<file path="config.mk">
export PLATFORM = sky130hd
export DESIGN_NAME = uifc_top
export DESIGN_NICKNAME = d
export VERILOG_FILES = /design/src/logic/uifc_pkg.sv /design/src/logic/uifc_sync_event.sv /design/src/logic/uifc_apb_regs.sv /design/src/logic/uifc_top.sv
export SDC_FILE = /design/constraint.sdc
export NUM_CORES = 1
export LEC_CHECK = 0
export BUFFER_PORTS_ARGS = -buffer_cell sky130_fd_sc_hd__buf_2
export CAP_MARGIN = 30
export CORE_ASPECT_RATIO = 2
export CORE_UTILIZATION = 53
export DETAILED_ROUTE_END_ITERATION = 12
export PLACE_DENSITY = 0.84
export SLEW_MARGIN = 25
export SYNTH_ARGS = -nofsm -noshare
export SYNTH_HDL_FRONTEND = slang
export SYNTH_SLANG_ARGS = --single-unit
</file>
<file path="constraint.sdc">
create_clock -name core_clk -period 3.3 [get_ports core_clk]
set_input_delay 0.33 -clock core_clk [delete_from_list [all_inputs] [get_ports core_clk]]
set_output_delay 0.33 -clock core_clk [all_outputs]
set_load 0.01 [all_outputs]
</file>
<file path="src/logic/uifc_pkg.sv">
// Constants, register map and state encodings for the in-band flow control block.
// Assumes a 32-bit APB master on one 100 MHz clock.
package uifc_pkg;
    // ========================================================================
    // Register indices (printed offset not a multiple of four: byte = 4*index)
    localparam logic [7:0]  UIFC_IDX_MODE      = 8'h23;
    localparam logic [7:0]  UIFC_IDX_CMD       = 8'h24;
    localparam logic [7:0]  UIFC_IDX_ISR       = 8'h25;
    localparam logic [7:0]  UIFC_IDX_IMR       = 8'h26;
    localparam logic [7:0]  UIFC_IDX_XON       = 8'h27;
    localparam logic [7:0]  UIFC_IDX_XOFF      = 8'h28;
    localparam logic [7:0]  UIFC_IDX_STAT      = 8'h29;
    localparam logic [7:0]  UIFC_IDX_ADDR      = 8'h2A;
    localparam logic [7:0]  UIFC_IDX_RXMODE    = 8'h2B;
    // ========================================================================
    // Mode register fields and reset values
    localparam int          UIFC_MODE_FC_STRIP = 7;
    localparam int          UIFC_MODE_AD_STRIP = 6;
    localparam int          UIFC_MODE_FC_LO    = 2;
    localparam logic [7:0]  UIFC_MODE_RST      = 8'h00;
    localparam logic [7:0]  UIFC_MODE_WMASK    = 8'hCF;
    localparam logic [7:0]  UIFC_XON_RST       = 8'h11;
    localparam logic [7:0]  UIFC_XOFF_RST      = 8'h13;
    localparam logic [7:0]  UIFC_ADDR_RST      = 8'h00;
    localparam logic [1:0]  UIFC_FC_HOST       = 2'h0;
    // Command register bits
    localparam int          UIFC_CMD_SEND_XON  = 0;
    localparam int          UIFC_CMD_SEND_XOFF = 1;
    // Interrupt status bits
    localparam int          UIFC_ISR_XON       = 0;
    localparam int          UIFC_ISR_XOFF      = 1;
    localparam int          UIFC_ISR_ADDR      = 2;
    localparam int          UIFC_ISR_W         = 3;
    // Fill thresholds
    localparam int          UIFC_XOFF_LEVEL    = 240;
    localparam int          UIFC_XON_LEVEL     = 128;
    localparam int          UIFC_LEVEL_W       = 9;
    localparam int          UIFC_STAT_W        = 3;
    // Emit state machine
    typedef enum logic [2:0] {
        UIFC_EM_IDLE = 3'b001,
        UIFC_EM_XOFF = 3'b010,
        UIFC_EM_XON  = 3'b100
    } uifc_emit_type;
endpackage

</file>
<file path="src/logic/uifc_sync_event.sv">
// Sticky event flags with mask: one bit per event, cleared by a status read.
// Assumes events and the read strobe are single-cycle pulses on core_clk.
`timescale 1ns/100ps
`default_nettype none
module uifc_sync_event #(
    parameter int W = 3
) (
    // Clock and reset
    input  wire logic         core_clk,
    input  wire logic         rst_n,
    // Events and software access
    input  wire logic [W-1:0] event_set,
    input  wire logic         read_clear,
    input  wire logic [W-1:0] mask,
    // Results
    output logic      [W-1:0] status,
    output logic              irq
);
    logic [W-1:0] status_r;

    // ========================================================================
    // One flag per event; a set in the clearing cycle survives
    genvar gi;
    generate
        for (gi = 0; gi < W; gi++) begin : g_flag
            always_ff @(posedge core_clk or negedge rst_n) begin
                if (!rst_n) begin
                    status_r[gi] <= 1'b0;
                end else if (event_set[gi]) begin
                    status_r[gi] <= 1'b1;
                end else if (read_clear) begin
                    status_r[gi] <= 1'b0;
                end
            end
        end
    endgenerate

    assign status = status_r;
    assign irq    = |(status_r & mask);
endmodule
`default_nettype wire

</file>
<file path="src/logic/uifc_apb_regs.sv">
// APB slave register file for the in-band flow control block.
// Assumes a 32-bit APB master; answers in the access cycle, no wait states.
`timescale 1ns/100ps
`default_nettype none
module uifc_apb_regs
    import uifc_pkg::*;
(
    // Clock and reset
    input  wire logic        core_clk,
    input  wire logic        rst_n,
    // APB
    input  wire logic        psel,
    input  wire logic        penable,
    input  wire logic        pwrite,
    input  wire logic [11:0] paddr,
    input  wire logic [31:0] pwdata,
    output logic      [31:0] prdata,
    output logic             pready,
    output logic             pslverr,
    // Register values
    output logic      [7:0]  mode,
    output logic      [7:0]  xon_char,
    output logic      [7:0]  xoff_char,
    output logic      [7:0]  addr_char,
    output logic      [UIFC_ISR_W-1:0] interrupt_mask,
    output logic             blk_err_mode,
    output logic      [1:0]  cmd_pulse,
    output logic             isr_read,
    // Read-back of block state
    input  wire logic [UIFC_ISR_W-1:0] isr,
    input  wire logic [UIFC_STAT_W-1:0] stat
);
    logic [7:0]  mode_r, xon_r, xoff_r, addr_r;
    logic [UIFC_ISR_W-1:0] imr_r;
    logic        blk_r;
    logic [31:0] prdata_r;
    logic [31:0] rd_mux;

    // ========================================================================
    // Decode
    wire       acc     = psel & penable;
    wire [9:0] idx     = paddr[11:2];
    wire       hit_mod = (idx == {2'b00, UIFC_IDX_MODE});
    wire       hit_cmd = (idx == {2'b00, UIFC_IDX_CMD});
    wire       hit_isr = (idx == {2'b00, UIFC_IDX_ISR});
    wire       hit_imr = (idx == {2'b00, UIFC_IDX_IMR});
    wire       hit_xon = (idx == {2'b00, UIFC_IDX_XON});
    wire       hit_xof = (idx == {2'b00, UIFC_IDX_XOFF});
    wire       hit_sta = (idx == {2'b00, UIFC_IDX_STAT});
    wire       hit_adr = (idx == {2'b00, UIFC_IDX_ADDR});
    wire       hit_rxm = (idx == {2'b00, UIFC_IDX_RXMODE});
    wire       mapped  = hit_mod | hit_cmd | hit_isr | hit_imr | hit_xon | hit_xof
                       | hit_sta | hit_adr | hit_rxm;
    wire       wr      = acc & pwrite & mapped;

    assign rd_mux = hit_mod ? {24'h000000, mode_r} :
                    hit_isr ? {29'h0000000, isr} :
                    hit_imr ? {29'h0000000, imr_r} :
                    hit_xon ? {24'h000000, xon_r} :
                    hit_xof ? {24'h000000, xoff_r} :
                    hit_sta ? {29'h0000000, stat} :
                    hit_adr ? {24'h000000, addr_r} :
                    hit_rxm ? {31'h0000000, blk_r} : 32'h00000000;

    always_ff @(posedge core_clk or negedge rst_n) begin
        if (!rst_n) begin
            mode_r <= UIFC_MODE_RST;
            xon_r  <= UIFC_XON_RST;
            xoff_r <= UIFC_XOFF_RST;
            addr_r <= UIFC_ADDR_RST;
            imr_r  <= '0;
            blk_r  <= 1'b0;
        end else if (wr) begin
            // Reserved bits 5:4 stay zero
            if (hit_mod) mode_r <= pwdata[7:0] & UIFC_MODE_WMASK;
            if (hit_xon) xon_r  <= pwdata[7:0];
            if (hit_xof) xoff_r <= pwdata[7:0];
            if (hit_adr) addr_r <= pwdata[7:0];
            if (hit_imr) imr_r  <= pwdata[UIFC_ISR_W-1:0];
            if (hit_rxm) blk_r  <= pwdata[0];
        end
    end

    // Read data driven combinationally in the access cycle, not registered
    assign prdata_r = (acc & ~pwrite) ? rd_mux : 32'h00000000;

    assign prdata       = prdata_r;
    assign pready       = 1'b1;
    assign pslverr      = acc & ~mapped;
    assign mode         = mode_r;
    assign xon_char     = xon_r;
    assign xoff_char    = xoff_r;
    assign addr_char    = addr_r;
    assign interrupt_mask          = imr_r;
    assign blk_err_mode = blk_r;
    assign cmd_pulse    = (wr & hit_cmd) ? pwdata[1:0] : 2'b00;
    assign isr_read     = acc & ~pwrite & hit_isr;
endmodule
`default_nettype wire

</file>
<file path="src/logic/uifc_top.sv">
// In-band Xon/Xoff flow control and recognised-character stripping for one UART channel.
// Assumes a receiver presenting one character per pulse, a transmitter that
// accepts one flow character on a request/grant handshake, and an APB master.
`timescale 1ns/100ps
`default_nettype none
// Behaviour
// - Flow-strip bit 7 set: recognised Xon/Xoff never enter the receive queue.
// - Address-strip bit 6 clear stores address characters; set discards them.
// - Stripped character's status is dropped, except errors feed block error status.
// - Recognition interrupts do not depend on stripping bits.
// - Mode 00: no automatic action; host commands send flow characters.
// - Mode 01: received Xoff pauses transmitter, Xon resumes it.
// - Mode 10 auto receive only; mode 11 both automatic directions.
// - Auto receive: send Xoff when queue fill reaches 240.
// - After Xoff, send Xon when queue drains to 128 or fewer.
// - Mode not 00: host Xon/Xoff send commands are ignored.
// - Every received flow character raises interrupt when mask enables it.
// - Reading the flow interrupt status clears it; host must read to acknowledge.
// - Mode bits steer only automatic gating and emission, never interrupts.
// - Set strip bit discards class regardless of mode fields.
module uifc_top
    import uifc_pkg::*;
#(
    parameter int LEVEL_W = UIFC_LEVEL_W
) (
    // Clock and reset
    input  wire logic               core_clk,
    input  wire logic               rst_n,
    // APB
    input  wire logic               psel,
    input  wire logic               penable,
    input  wire logic               pwrite,
    input  wire logic [11:0]        paddr,
    input  wire logic [31:0]        pwdata,
    output logic      [31:0]        prdata,
    output logic                    pready,
    output logic                    pslverr,
    // Receiver side
    input  wire logic               rx_valid,
    input  wire logic [7:0]         rx_char,
    input  wire logic [2:0]         rx_err,
    input  wire logic [LEVEL_W-1:0] rx_level,
    // Receive queue write side
    output logic                    rxq_wr,
    output logic      [7:0]         rxq_char,
    output logic      [2:0]         rxq_err,
    output logic      [2:0]         blk_err_acc,
    // Transmitter side
    output logic                    tx_enable,
    output logic                    tx_fc_req,
    output logic      [7:0]         tx_fc_char,
    input  wire logic               tx_fc_grant,
    // Interrupt
    output logic                    irq
);
    logic [7:0]            mode, xon_c, xoff_c, addr_c;
    logic [UIFC_ISR_W-1:0] interrupt_mask, isr;
    logic                  blk_mode, isr_read;
    logic [1:0]            cmd;
    logic                  tx_paused_r, xoff_sent_r;
    logic                  rxq_wr_r;
    logic [7:0]            rxq_char_r;
    logic [2:0]            rxq_err_r, blk_err_r;
    uifc_emit_type         em_r, em_nxt;

    // ========================================================================
    // Registers and interrupt flags
    uifc_apb_regs u_regs (
        .core_clk     (core_clk),
        .rst_n        (rst_n),
        .psel         (psel),
        .penable      (penable),
        .pwrite       (pwrite),
        .paddr        (paddr),
        .pwdata       (pwdata),
        .prdata       (prdata),
        .pready       (pready),
        .pslverr      (pslverr),
        .mode         (mode),
        .xon_char     (xon_c),
        .xoff_char    (xoff_c),
        .addr_char    (addr_c),
        .interrupt_mask          (interrupt_mask),
        .blk_err_mode (blk_mode),
        .cmd_pulse    (cmd),
        .isr_read     (isr_read),
        .isr          (isr),
        .stat         ({xoff_sent_r, tx_paused_r, blk_mode})
    );

    // ========================================================================
    // Recognition and stripping
    wire [1:0] fc_mode  = mode[UIFC_MODE_FC_LO+1:UIFC_MODE_FC_LO];
    wire       auto_tx  = fc_mode[0];
    wire       auto_rx  = fc_mode[1];
    wire       is_xon   = rx_valid & (rx_char == xon_c);
    wire       is_xoff  = rx_valid & (rx_char == xoff_c);
    wire       is_addr  = rx_valid & (rx_char == addr_c) & ~is_xon & ~is_xoff;
    wire       strip_fc = (is_xon | is_xoff) & mode[UIFC_MODE_FC_STRIP];
    wire       strip_ad = is_addr & mode[UIFC_MODE_AD_STRIP];
    wire       store    = rx_valid & ~strip_fc & ~strip_ad;

    // Interrupt sources ignore both strip bits and mode field
    wire [UIFC_ISR_W-1:0] ev = {is_addr, is_xoff, is_xon};

    uifc_sync_event #(.W(UIFC_ISR_W)) u_evt (
        .core_clk   (core_clk),
        .rst_n      (rst_n),
        .event_set  (ev),
        .read_clear (isr_read),
        .mask       (interrupt_mask),
        .status     (isr),
        .irq        (irq)
    );

    always_ff @(posedge core_clk or negedge rst_n) begin
        if (!rst_n) begin
            rxq_wr_r   <= 1'b0;
            rxq_char_r <= 8'h00;
            rxq_err_r  <= 3'h0;
        end else begin
            rxq_wr_r   <= store;
            rxq_char_r <= rx_char;
            rxq_err_r  <= store ? rx_err : 3'h0;
        end
    end

    // Block error accumulation counts stripped characters too
    always_ff @(posedge core_clk or negedge rst_n) begin
        if (!rst_n) begin
            blk_err_r <= 3'h0;
        end else if (!blk_mode) begin
            blk_err_r <= 3'h0;
        end else if (rx_valid) begin
            blk_err_r <= blk_err_r | rx_err;
        end
    end

    // ========================================================================
    // Automatic transmitter gating
    always_ff @(posedge core_clk or negedge rst_n) begin
        if (!rst_n) begin
            tx_paused_r <= 1'b0;
        end else if (!auto_tx) begin
            tx_paused_r <= 1'b0;
        end else if (is_xoff) begin
            tx_paused_r <= 1'b1;
        end else if (is_xon) begin
            tx_paused_r <= 1'b0;
        end
    end

    // ========================================================================
    // Flow character emission
    wire host_mode = (fc_mode == UIFC_FC_HOST);
    wire hit_high  = auto_rx & (rx_level >= LEVEL_W'(UIFC_XOFF_LEVEL)) & ~xoff_sent_r;
    wire hit_low   = auto_rx & (rx_level <= LEVEL_W'(UIFC_XON_LEVEL)) & xoff_sent_r;
    wire cmd_xoff  = host_mode & cmd[UIFC_CMD_SEND_XOFF];
    wire cmd_xon   = host_mode & cmd[UIFC_CMD_SEND_XON];

    always_comb begin
        em_nxt = em_r;
        case (em_r)
            UIFC_EM_IDLE: begin
                if (hit_high || cmd_xoff) begin
                    em_nxt = UIFC_EM_XOFF;
                end else if (hit_low || cmd_xon) begin
                    em_nxt = UIFC_EM_XON;
                end
            end
            UIFC_EM_XOFF: begin
                if (tx_fc_grant) em_nxt = UIFC_EM_IDLE;
            end
            UIFC_EM_XON: begin
                if (tx_fc_grant) em_nxt = UIFC_EM_IDLE;
            end
            default: em_nxt = UIFC_EM_IDLE;
        endcase
    end

    always_ff @(posedge core_clk or negedge rst_n) begin
        if (!rst_n) begin
            em_r        <= UIFC_EM_IDLE;
            xoff_sent_r <= 1'b0;
        end else begin
            em_r <= em_nxt;
            // Leaving auto receive forgets a pending Xon obligation
            if (!auto_rx) begin
                xoff_sent_r <= 1'b0;
            end else if (tx_fc_grant && em_r == UIFC_EM_XOFF) begin
                xoff_sent_r <= 1'b1;
            end else if (tx_fc_grant && em_r == UIFC_EM_XON) begin
                xoff_sent_r <= 1'b0;
            end
        end
    end

    assign tx_fc_req   = (em_r != UIFC_EM_IDLE);
    assign tx_fc_char  = (em_r == UIFC_EM_XOFF) ? xoff_c : xon_c;
    assign tx_enable   = ~tx_paused_r;
    assign rxq_wr      = rxq_wr_r;
    assign rxq_char    = rxq_char_r;
    assign rxq_err     = rxq_err_r;
    assign blk_err_acc = blk_err_r;

    // ========================================================================
    // Checks
    AST_FC_STRIP: assert property (@(posedge core_clk) disable iff (!rst_n)
        (is_xon | is_xoff) && mode[UIFC_MODE_FC_STRIP] |=> !rxq_wr)
        else $error("stripped flow character stored");
    AST_AD_KEEP: assert property (@(posedge core_clk) disable iff (!rst_n)
        is_addr && !mode[UIFC_MODE_AD_STRIP] |=> rxq_wr && rxq_char == $past(rx_char))
        else $error("address character not stored");
    AST_ERR_DROP: assert property (@(posedge core_clk) disable iff (!rst_n)
        !rxq_wr |-> rxq_err == 3'h0)
        else $error("status of dropped character kept");
    AST_IRQ_SET: assert property (@(posedge core_clk) disable iff (!rst_n)
        is_xoff |=> isr[UIFC_ISR_XOFF])
        else $error("flow interrupt flag not set");
    AST_PAUSE: assert property (@(posedge core_clk) disable iff (!rst_n)
        auto_tx && is_xoff ##1 auto_tx |-> !tx_enable)
        else $error("transmitter not paused on Xoff");
    AST_HOST_IGN: assert property (@(posedge core_clk) disable iff (!rst_n)
        em_r == UIFC_EM_IDLE && !host_mode && !auto_rx |=> em_r == UIFC_EM_IDLE)
        else $error("host command acted outside host mode");
    AST_XOFF_EMIT: assert property (@(posedge core_clk) disable iff (!rst_n)
        em_r == UIFC_EM_IDLE && hit_high |=> tx_fc_req && tx_fc_char == xoff_c)
        else $error("Xoff not requested at high level");
    AST_ISR_CLR: assert property (@(posedge core_clk) disable iff (!rst_n)
        isr_read && ev == '0 |=> isr == '0)
        else $error("status read did not clear flags");
    AST_AUTO_NO: assert property (@(posedge core_clk) disable iff (!rst_n)
        host_mode |=> tx_enable)
        else $error("automatic gating in host mode");
    COV_XOFF: cover property (@(posedge core_clk) tx_fc_req && tx_fc_grant && em_r == UIFC_EM_XOFF);
    COV_PAUSE: cover property (@(posedge core_clk) !tx_enable ##[1:50] tx_enable);
    COV_STRIP: cover property (@(posedge core_clk) strip_fc);
endmodule
`default_nettype wire

</file>
==> qor.csv <==
metric,value,unit
outcome,"complete, no violations",
Initial Util,55.6,%
Initial DRC Count,109,
syn_area_per_cell,10.5,µm²
critical path capture point type,output port,
worst slew margin relative to its limit,46.0,%
full die area,0.00670,mm²
"Reg clk slew, reported paths",0.05,ns
largest net degree at the start of global routing,31,
clk sinks,57,
RSZ-0062 raised after global routing,false,
htree depth,3,
initial antenna violation count,0,
GP Congestion,0.871,
Most used DFF post-synth,dfrtp_1,
I/O pin count,131,
WP data arrival,2.08,ns
clk_lat worst skew,0.33,ns
minimum clock period,2.41,ns
WP data required,2.97,ns
first-pass GRT wire length,13100,µm
worst-margin pin slew,0.806,ns
Yosys warning total,0,
Reg2Reg Setup Slack,1.46,ns
core area,0.00606,mm²
mapped cell area,0.00337,mm²
worst min path class,in2async,
Finished Layout Cells,490,
Power Density,444,mW/mm²
dominant cells by area after synthesis,"dfrtp_1 38%, mux2_2 16%, buf_4 5.8%, xor2_1 5.7%, dfstp_2 4.7%",
Post-CTS Repair Setup Buffers,0,
Residual DRC,0,
CTS tree,built,
vias per inst,5.72,
Root Buffer,clkbuf_16,
Post-DP HPWL,6150,µm
layout cell share with drive strength beyond 1,37.9,%
post_cts resized,0,
"Max FO, Critical Path",5,
setup violators final,0,
Die Ht,115,µm
Yosys cell types,46,
Max Root-Sink Buffers,2,
diodes inserted,0,
Num CTS Buffers,9,
Fin. Hold Viols,0,
Routed WL per cell,16.7,µm
crit path kind,in2out,
number of global-route vias before repair,2797,
skew final,0.00557,ns
most frequent CP cell,buf_2,
CP Launch Type,input pin,
routing usage on met1,27.4,%
DRT antenna net count,0,
cell chain of the critical path,buf_2 > or4b_4 > nor3_1 > and2_1 > a32o_1 > o21a_1 > buf_2,
Via Count,2803,
first-pass iteration count of the detailed router,5,
area grow syn2layout,20.0,%
gr ovfl total,0,
# hold bufs at CTS,0,
"Async S/R FF share, synth",100,%
Max Freq,415,MHz
worst-path cell with the longest stage delay,or4b_4,
busiest grt layer,met2,
top cell type's share of synthesized area,37.9,%
All-Layer GR Usage,26.5,%
worst vdd ir,418,µV
grt met3 use,6.41,%
"FF+latch count, synth",57,
Max Cap Viol,0,
Final nets,472,
Gate Count Post-Synth,320,
IO buf count,79,
die width,58.4,µm
period utilisation layout,73.0,%
"EDFF count, synth",0,
setup TNS,0,ns
post-synth top area cell,dfrtp_1,
register area share after synthesis,42.6,%
LEAKAGE,2.04,nW
met2 usage,45.3,%
Final Max Tran Viols,0,
placed cell count,474,
CP peak stage delay,0.55,ns
Row Count,40,
post-detailed-routing wire length,8160,µm
-- metrics by stage --
step | hold slack [ns] | area (µm²) | utilization [%] | total power [mW] | setup slack (ns)
floorplan | 0.0344 | 3460 | - | 0.827 | 1.32
CTS | 0.0218 | 4040 | 66.8 | 1.81 | 0.921
global placement | 0.362 | 3740 | 61.8 | 0.880 | 0.871
detailed placement | 0.366 | 3740 | 61.8 | 0.884 | 0.827
finish | 0.0102 | 4040 | 66.8 | 1.80 | 0.892
global route | 0.0697 | 4040 | 66.8 | 1.85 | 0.756
-- area by class of cell --
cell class,count,area [µm²]
timing repair buffer,80,403
clock inverter,3,40.0
fill,469,2010
sequential,57,1430
tap,84,105
multi-input combinational,248,1780
inverter,5,18.8
clock buffer,13,260
-- critical path, delay by kind of cell --
| kind | cells | cell delay, ns |
|---|---|---|
| AO/OA/AOI/OAI | 2 | 0.26 |
| buffers and inverters | 2 | 0.22 |
| AND/OR/NAND/NOR | 3 | 1.26 |
-- power breakdown --
part	total, mW	switching [mW]	internal, mW
Sequential	0.720	0.00672	0.713
Combinational	0.155	0.101	0.0541
Clock	0.920	0.299	0.621
Total	1.80	0.407	1.39
-- state kept, by name, indices dropped and copies added, names as in the netlist, 3 cells and up --
signal                 flops
rxq_char                   8
u_regs.addr_char           8
u_regs.xoff_char           8
u_regs.xon_char            8
u_regs.mode                6
blk_err_acc                3
em_r                       3
rxq_err                    3
u_evt.status               3
u_regs.interrupt_mask      3
-- cells in the final DEF (no fill, tap or decap), types with 3 or more instances in the layout --
master / count
mux2_2: 48
nor4_1: 5
conb_1: 25
a22oi_1: 4
a21oi_1: 9
nand2b_1: 7
nor3b_1: 5
mux2i_1: 5
o21ai_0: 14
nand2_1: 24
nand3_1: 6
clkbuf_16: 9
nand4_1: 3
nor2b_1: 5
buf_2: 79
nor3_1: 7
dfrtp_1: 51
o21a_1: 4
a32o_1: 3
nor2_1: 13
inv_1: 5
a222oi_1: 3
xor2_1: 22
xnor2_1: 3
dfstp_2: 6
nand3b_1: 4
and2_1: 5
-- cell families (layout without fill, tap and decap cells) --
group                  count (synthesis)  count (layout)  synth area share (%)
other                                  2              25                 0.223
flip-flops                            57              57                  42.6
AO/OA/AOI/OAI                         49              49                  9.84
AND/OR/NAND/NOR                       96              96                  16.2
XOR/XNOR                              25              25                  6.50
buffers and inverters                 38             101                  7.13
multiplexers                          53              53                  17.5
-- routing by layer --
metal / part of all wire, % / up-vias
met4: 6.0 / 0
met5: 0 / -
met3: 6.4 / 41
met2: 53 / 158
li1: - / 1270
met1: 35 / 1334
-- path summary, 6_finish.rpt --
path,from,to,cells past startpoint
setup reg to reg,u_regs.xon_char[4],rxq_err[1],5
hold reg to reg,u_regs.mode[0],u_regs.mode[0],1
setup / recovery,paddr[6],prdata[2],7
min in group core_clk,rx_char[4],rxq_char[4],1
max in group asynchronous,rst_n,u_regs.xon_char[0],2
hold / removal,rst_n,em_r[2],1
-- cells in the mapped netlist (all sizes together), types with 2 or more instances --
cell and instances:
o21a 4, nand2 25, nor4 6, a41oi 2, nand3b 4, a22oi 4, nand2b 7, nor3 7
a32o 3, clkbuf 7, o21ai 14, conb 2, dfstp 6, mux2 48, and3 2, a222oi 3
xnor2 3, o22ai 2, xor2 22, a21boi 2, inv 5, buf 26, and2 5, nor2b 5
nor3b 6, a21oi 9, nand4 3, dfrtp 51, mux2i 5, nor4b 2, nor2 13, nand3 7
Power figures use the tool's default switching activity.
